### config.mk
export PLATFORM = sky130hd
export DESIGN_NAME = phy_status_and_id_regs
export DESIGN_NICKNAME = d
export VERILOG_FILES = /design/src/include/phy_regs_pkg.sv /design/src/rtl/latch_bit.sv /design/src/rtl/id_words.sv /design/src/rtl/phy_status_and_id_regs.sv
export VERILOG_INCLUDE_DIRS = /design/src /design/src/include
export SDC_FILE = /design/constraint.sdc
export NUM_CORES = 1
export LEC_CHECK = 0
export BUFFER_PORTS_ARGS = -buffer_cell sky130_fd_sc_hd__clkbuf_2
export CAP_MARGIN = 10
export CORE_MARGIN = 2
export CORE_UTILIZATION = 62
export DETAILED_ROUTE_END_ITERATION = 8
export PLACE_DENSITY = 0.81
export SLEW_MARGIN = 20
export SYNTH_ARGS = -nofsm -noshare
export SYNTH_HDL_FRONTEND = slang
export SYNTH_HIERARCHICAL = 1
export SYNTH_SLANG_ARGS = --single-unit
### constraint.sdc
create_clock -name core_clk -period 2.8 [get_ports core_clk]
set_input_delay 0.56 -clock core_clk [delete_from_list [all_inputs] [get_ports core_clk]]
set_output_delay 0.56 -clock core_clk [all_outputs]
set_load 0.005 [all_outputs]
### src/include/phy_status_map.svh
`ifndef PHY_STATUS_MAP_SVH
`define PHY_STATUS_MAP_SVH

// management register addresses
`define REG_STATUS 5'h01
`define REG_ID_UPPER 5'h02
`define REG_ID_LOWER 5'h03

// management frame figures
`define PREAMBLE_ONES 6'h20
`define OP_READ 2'h2
`define OP_WRITE 2'h1
`define ADDR_BITS_LAST 5'h09
`define DATA_BITS_LAST 5'h0F

// fixed fields of the status word, high bit to low
`define CAP_T4 1'h0
`define CAP_SPEEDS 4'hF
`define STATUS_RSVD 4'h0
`define PREAMBLE_SUPP 1'h0
`define AN_ABLE 1'h1
`define EXT_CAP 1'h1

// status word bit positions
`define BIT_AN_DONE 5
`define BIT_FAR_FAULT 4
`define BIT_LINK 2
`define BIT_JABBER 1

// reset values
`define LATCH_RESET 1'h0
`define WORD_RESET 16'h0000

`endif

### src/include/phy_regs_pkg.sv
package phy_regs_pkg;

  typedef enum logic [2:0] {
    ST_PRE   = 3'b000,
    ST_START = 3'b001,
    ST_OP    = 3'b010,
    ST_ADDR  = 3'b011,
    ST_TA    = 3'b100,
    ST_DATA  = 3'b101
  } mgmt_state_t;

  typedef struct packed {
    logic an_done;
    logic far_end_fault_flag;
    logic link_up;
    logic jabber;
    logic speed_100;
  } phy_events_t;

  typedef struct packed {
    logic [15:0] upper;
    logic [15:0] lower;
  } id_pair_t;

endpackage

### src/rtl/latch_bit.sv
`timescale 1ns/1ps
`default_nettype none
`include "phy_status_map.svh"

// one sticky status bit; LATCH_LOW picks latch-on-low behaviour
module latch_bit #(
  parameter bit LATCH_LOW = 1'b0
) (
  input wire logic core_clk,
  input wire logic rst_n,
  input wire logic soft_clr,
  input wire logic level_in,
  input wire logic read_clr,
  output var logic q
);

  always_ff @(posedge core_clk or negedge rst_n) begin
    if (!rst_n) begin
      q <= `LATCH_RESET;
    end else if (LATCH_LOW) begin
      // a failure in the clearing cycle still wins
      q <= level_in & (q | read_clr) & ~soft_clr;
    end else begin
      q <= level_in | (q & ~read_clr & ~soft_clr);
    end
  end

endmodule // latch_bit

`default_nettype wire

### src/rtl/id_words.sv
`timescale 1ns/1ps
`default_nettype none

// oui[23] is the standard's bit 1, oui[0] its bit 24
module id_words #(
  parameter logic [23:0] ORG_ID = 24'h123456, // arbitrary value
  parameter logic [5:0] MODEL = 6'h01,        // arbitrary value
  parameter logic [3:0] REVISION = 4'h0       // arbitrary value
) (
  output phy_regs_pkg::id_pair_t ids
);

  // the two top oui bits are dropped
  // one driver for the whole struct: upper word then lower word
  assign ids = {ORG_ID[21:6], ORG_ID[5:0], MODEL, REVISION};

endmodule // id_words

`default_nettype wire

### src/rtl/phy_status_and_id_regs.sv
`timescale 1ns/1ps
`default_nettype none
`include "phy_status_map.svh"

module phy_status_and_id_regs #(
  parameter logic [23:0] ORG_ID = 24'h123456, // arbitrary value
  parameter logic [5:0] MODEL = 6'h01,        // arbitrary value
  parameter logic [3:0] REVISION = 4'h0       // arbitrary value
) (
  input wire logic core_clk,
  input wire logic rst_n,
  input wire logic phy_soft_reset,
  input wire logic [4:0] phy_addr,
  input wire phy_regs_pkg::phy_events_t events,
  input wire logic mdc,
  input wire logic mdio_in,
  output logic mdio_out,
  output logic mdio_oe
);

  ////////////////////////////////////////////////////////////////////
  // declarations

  phy_regs_pkg::mgmt_state_t state;
  phy_regs_pkg::id_pair_t ids;
  logic mdc_q;
  logic mdc_rise;
  logic [5:0] pre_cnt;
  logic [4:0] bit_cnt;
  logic op_first;
  logic op_read;
  logic [9:0] hdr;
  logic [9:0] next_hdr;
  logic addr_last;
  logic talk;
  logic talking;
  logic status_sel;
  logic [15:0] shreg;
  logic read_done;
  logic an_done_q;
  logic fault_q;
  logic link_q;
  logic jab_q;
  logic jab_event;
  logic [15:0] status_word;

  ////////////////////////////////////////////////////////////////////
  // sticky status bits, the unlatched completion bit and the identifier words

  // the detector is blind at 100 Mb/s
  assign jab_event = events.jabber & ~events.speed_100;

  latch_bit #(.LATCH_LOW(1'b0)) u_fault (
    .core_clk(core_clk),
    .rst_n(rst_n),
    .soft_clr(1'b0),
    .level_in(events.far_end_fault_flag),
    .read_clr(read_done),
    .q(fault_q)
  );

  latch_bit #(.LATCH_LOW(1'b1)) u_link (
    .core_clk(core_clk),
    .rst_n(rst_n),
    .soft_clr(phy_soft_reset),
    .level_in(events.link_up),
    .read_clr(read_done),
    .q(link_q)
  );

  latch_bit #(.LATCH_LOW(1'b0)) u_jabber (
    .core_clk(core_clk),
    .rst_n(rst_n),
    .soft_clr(phy_soft_reset),
    .level_in(jab_event),
    .read_clr(read_done),
    .q(jab_q)
  );

  always_ff @(posedge core_clk or negedge rst_n) begin
    if (!rst_n) begin
      an_done_q <= 1'b0;
    end else begin
      an_done_q <= events.an_done & ~phy_soft_reset;
    end
  end

  id_words #(.ORG_ID(ORG_ID), .MODEL(MODEL), .REVISION(REVISION)) u_ids (
    .ids(ids)
  );

  ////////////////////////////////////////////////////////////////////
  // register words

  assign status_word = {`CAP_T4, `CAP_SPEEDS, `STATUS_RSVD,
                        `PREAMBLE_SUPP, an_done_q, fault_q,
                        `AN_ABLE, link_q, jab_q, `EXT_CAP};

  function automatic logic [15:0] read_word(input logic [4:0] sel);
    logic [15:0] w;
    w = `WORD_RESET;
    if (sel == `REG_STATUS) begin
      w = status_word;
    end else if (sel == `REG_ID_UPPER) begin
      w = ids.upper;
    end else if (sel == `REG_ID_LOWER) begin
      w = ids.lower;
    end
    return w;
  endfunction

  ////////////////////////////////////////////////////////////////////
  // management frame sequencing

  assign mdc_rise = mdc & ~mdc_q;
  assign next_hdr = {hdr[8:0], mdio_in};
  assign addr_last = mdc_rise && state == phy_regs_pkg::ST_ADDR && bit_cnt == `ADDR_BITS_LAST;
  assign talk = addr_last && op_read && next_hdr[9:5] == phy_addr;

  always_ff @(posedge core_clk or negedge rst_n) begin
    if (!rst_n) begin
      // held high in reset: an idle-high mdc must not look like a rise on release
      mdc_q <= 1'b1;
    end else begin
      mdc_q <= mdc;
    end
  end

  always_ff @(posedge core_clk or negedge rst_n) begin
    if (!rst_n) begin
      state <= phy_regs_pkg::ST_PRE;
      pre_cnt <= 6'h00;
      bit_cnt <= 5'h00;
      op_first <= 1'b0;
      op_read <= 1'b0;
      hdr <= 10'h000;
    end else if (mdc_rise) begin
      unique case (state)
        phy_regs_pkg::ST_PRE: begin
          // a frame without 32 leading ones is never started
          if (mdio_in) begin
            if (pre_cnt != `PREAMBLE_ONES) begin
              pre_cnt <= pre_cnt + 6'h01;
            end
          end else if (pre_cnt == `PREAMBLE_ONES) begin
            state <= phy_regs_pkg::ST_START;
          end else begin
            pre_cnt <= 6'h00;
          end
        end
        phy_regs_pkg::ST_START: begin
          pre_cnt <= 6'h00;
          bit_cnt <= 5'h00;
          state <= mdio_in ? phy_regs_pkg::ST_OP : phy_regs_pkg::ST_PRE;
        end
        phy_regs_pkg::ST_OP: begin
          if (bit_cnt == 5'h00) begin
            op_first <= mdio_in;
            bit_cnt <= 5'h01;
          end else begin
            bit_cnt <= 5'h00;
            op_read <= {op_first, mdio_in} == `OP_READ;
            if ({op_first, mdio_in} == `OP_READ || {op_first, mdio_in} == `OP_WRITE) begin
              state <= phy_regs_pkg::ST_ADDR;
            end else begin
              state <= phy_regs_pkg::ST_PRE;
            end
          end
        end
        phy_regs_pkg::ST_ADDR: begin
          hdr <= next_hdr;
          if (bit_cnt == `ADDR_BITS_LAST) begin
            bit_cnt <= 5'h00;
            state <= phy_regs_pkg::ST_TA;
          end else begin
            bit_cnt <= bit_cnt + 5'h01;
          end
        end
        phy_regs_pkg::ST_TA: begin
          if (bit_cnt == 5'h00) begin
            bit_cnt <= 5'h01;
          end else begin
            bit_cnt <= 5'h00;
            state <= phy_regs_pkg::ST_DATA;
          end
        end
        phy_regs_pkg::ST_DATA: begin
          // write data is taken and dropped: every word here is read-only
          if (bit_cnt == `DATA_BITS_LAST) begin
            bit_cnt <= 5'h00;
            state <= phy_regs_pkg::ST_PRE;
          end else begin
            bit_cnt <= bit_cnt + 5'h01;
          end
        end
        default: begin
          state <= phy_regs_pkg::ST_PRE;
        end
      endcase
    end
  end

  ////////////////////////////////////////////////////////////////////
  // read data drive

  always_ff @(posedge core_clk or negedge rst_n) begin
    if (!rst_n) begin
      talking <= 1'b0;
      status_sel <= 1'b0;
      shreg <= `WORD_RESET;
      mdio_out <= 1'b0;
      mdio_oe <= 1'b0;
    end else if (addr_last) begin
      // snapshot now so the word holds still while it shifts out; a later event is cleared unread by read_done
      talking <= talk;
      status_sel <= talk && next_hdr[4:0] == `REG_STATUS;
      shreg <= read_word(next_hdr[4:0]);
    end else if (mdc_rise && talking) begin
      if (state == phy_regs_pkg::ST_TA && bit_cnt == 5'h00) begin
        mdio_oe <= 1'b1;
        mdio_out <= 1'b0;
      end else if (state == phy_regs_pkg::ST_TA ||
                   (state == phy_regs_pkg::ST_DATA && bit_cnt != `DATA_BITS_LAST)) begin
        mdio_out <= shreg[15];
        shreg <= {shreg[14:0], 1'b0};
      end else if (state == phy_regs_pkg::ST_DATA) begin
        mdio_oe <= 1'b0;
        mdio_out <= 1'b0;
        talking <= 1'b0;
      end
    end
  end

  // clear pulse follows the last data bit of a status read
  always_ff @(posedge core_clk or negedge rst_n) begin
    if (!rst_n) begin
      read_done <= 1'b0;
    end else begin
      read_done <= mdc_rise && talking && status_sel &&
                   state == phy_regs_pkg::ST_DATA && bit_cnt == `DATA_BITS_LAST;
    end
  end
endmodule // phy_status_and_id_regs

`default_nettype wire

==> metrics <==
Synth Register Bits 51; CTS sink count 51; initial DRC count 178; Levels on crit path 8; PwrDens 590 nW/µm²; FF-to-FF path depth 8; worst hold slack 0.354 ns; DRC viols 0; Die Y-Extent 77.4 µm; die area 5990 µm²; IO buf count 16; drt first pass iters 4; DR WL/cell 14.5 µm; Cell Chain, Critical Path ha_1, and3_1, ha_1, and4bb_2, a31oi_2, o21ai_2, buf_4, mux2_2; Data arrival, critical path 2.62 ns; Synth Flop Type dfrtp_1; clk_skew 0.00657 ns; TNS Setup 0 ns; Syn-to-layout area delta 3.37%; Post-CTS Repair Setup Buffers 0; final worst path period share 86.5%; CTS Buffer Depth 2; fin nets 371; crit path capture type flop; leakage power 0.00159 µW; cts hold-fix bufs 0; Setup CP Type reg -> reg; Starting Density 64.9%; Tmin final 2.42 ns; root buf cell clkbuf_8; H-tree Lvls 2; Total GRT Usage 22.2%; CTS Buf Count 5; vias in the first global route 2,276; routability cong. 0.863; grt total ovfl 0; Post-Syn Instances 334; sequential cell area 1280 µm²; Slowest-stage cell, CP dfrtp_1; required time of the critical path 3.00 ns; # fillers 418; Worst-Skew Late Latency 0.31 ns; core box area 5140 µm²; vias post-DR 2,390; PostCTS Resize Cnt 0; CP startpoint kind flop; Avg Cell Area, Syn 9.99 µm²; status completed; unique cell type count in the Yosys netlist 62; Pins Over Slew Limit 0; register area share after synthesis 38.3%; FP Rows 26; critical path's top delay family simple AND/OR/NAND/NOR gates; Hold Crit Class in -> async; Clock Pin Slew Worst Setup and Hold Paths 0.09 ns; antenna violations before repair 0; YS warnings 6; crit path max fanout 11; VDD IR max 0.431 mV; DR vias/cell 5.70; I/O pin count 17; Post-synth EDFFs 0; Slew HR 44.6%; final count of hold timing violations 0; Die Span X 77.4 µm; Async SR Flop Fraction 100%; cell mode on critical path ha_1; hpwl dp 4.28 mm; largest net degree at the start of global routing 52; Max Fclk 413 MHz; diode count 0; layout cells sized above 1 21.5%; max_cap viols 0; Routed Antenna Nets 0; RSZ-0062 raised after global routing false; first-pass GRT wire length 10.5 mm; Critical path buffers and inverters 1; WL final 6.07 mm; Final Setup Violations 0; area occupied by multi-input gates 1820 µm²; CTS tree yes; Critical Path Max Stage Delay 0.45 ns; Worst-Margin Slew 0.819 ns; post-synthesis cell area 3340 µm²; Pwr Total 2030 µW
-- cells in the final DEF, fill, tap and decap left out, types with 10 or more instances in the layout --
cell      count
nand3_1      12
mux2_2       21
nand2_1      16
dfrtp_1      50
conb_1       33
nor2_1       20
o31ai_1      10
o21ai_0      10
clkbuf_2     16
-- synth_stat cells (all sizes together) (8+ instances only) --
| library cell | n | area, µm² |
|---|---|---|
| o31ai | 10 | 75.1 |
| mux2 | 29 | 357 |
| nand3 | 12 | 60.1 |
| nand2 | 16 | 60.1 |
| nand2b | 9 | 56.3 |
| nor2 | 21 | 81.3 |
| buf | 40 | 287 |
| dfrtp | 50 | 1250 |
| ha | 8 | 100 |
| clkbuf | 8 | 30.0 |
| a21oi | 8 | 40.0 |
| inv | 10 | 37.5 |
| o21ai | 11 | 58.8 |
-- cell type report --
cell class / count / share of cell area [%]
clock buffer: 7 / 2.21
clock inverter: 1 / 0.145
inverter: 10 / 1.09
multi-input combinational: 255 / 52.7
sequential: 51 / 37.0
tap: 70 / 2.54
timing repair buffer: 25 / 4.28
-- cell families (layout without fill, tap and decap cells) --
group | Yosys count | count (layout) | share of synthesized area, %
xor gates and xnor gates | 6 | 6 | 1.57
DFF | 51 | 51 | 38.3
adders and majority gates | 8 | 8 | 3.00
muxes | 36 | 36 | 12.8
other | 3 | 33 | 0.337
and+or+nand+nor | 103 | 103 | 18.3
buffers and inverters | 58 | 43 | 10.6
AOI/OAI and AO/OA | 69 | 69 | 15.1
-- power breakdown --
group / switching [µW] / leakage (µW) / internal, µW
clock network: 237 / 0.0000422 / 176
logic: 416 / 0.000854 / 282
registers: 112 / 0.000693 / 812
-- layer usage --
metal,wire length (µm),GRT usage (%)
met4,99,8.21
met5,0,0
met3,295,4.07
met1,2900,31.1
met2,2770,34.8
-- sequential cells by signal, indices dropped and copies added (netlist names), 3 cells and up --
name / cells
shreg: 16
hdr: 9
pre_cnt: 6
bit_cnt: 5
state: 3
-- worst paths after layout --
check | slack [ns] | from | end
setup / recovery | 0.38 | bit_cnt[0] | shreg[2]
max in group asynchronous | 2.02 | rst_n | pre_cnt[0]
hold / removal | 0.35 | rst_n | shreg[7]
min in group core_clk | 0.39 | mdc | mdc_q
setup reg to reg | 0.38 | bit_cnt[0] | shreg[2]
hold reg to reg | 0.49 | pre_cnt[5] | pre_cnt[5]
-- through the flow --
step	util, %	setup WS [ns]	instances	area [µm²]
3_3_place_gp	65.5	0.473	411	3370
4_1_cts	67.1	0.405	419	3450
6_report	67.1	0.377	419	3450
5_1_grt	67.1	0.271	419	3450
2_1_floorplan	-	0.602	364	3450
3_5_place_dp	65.5	0.406	411	3370
Note: power is estimated with default switching activity, not from simulation.
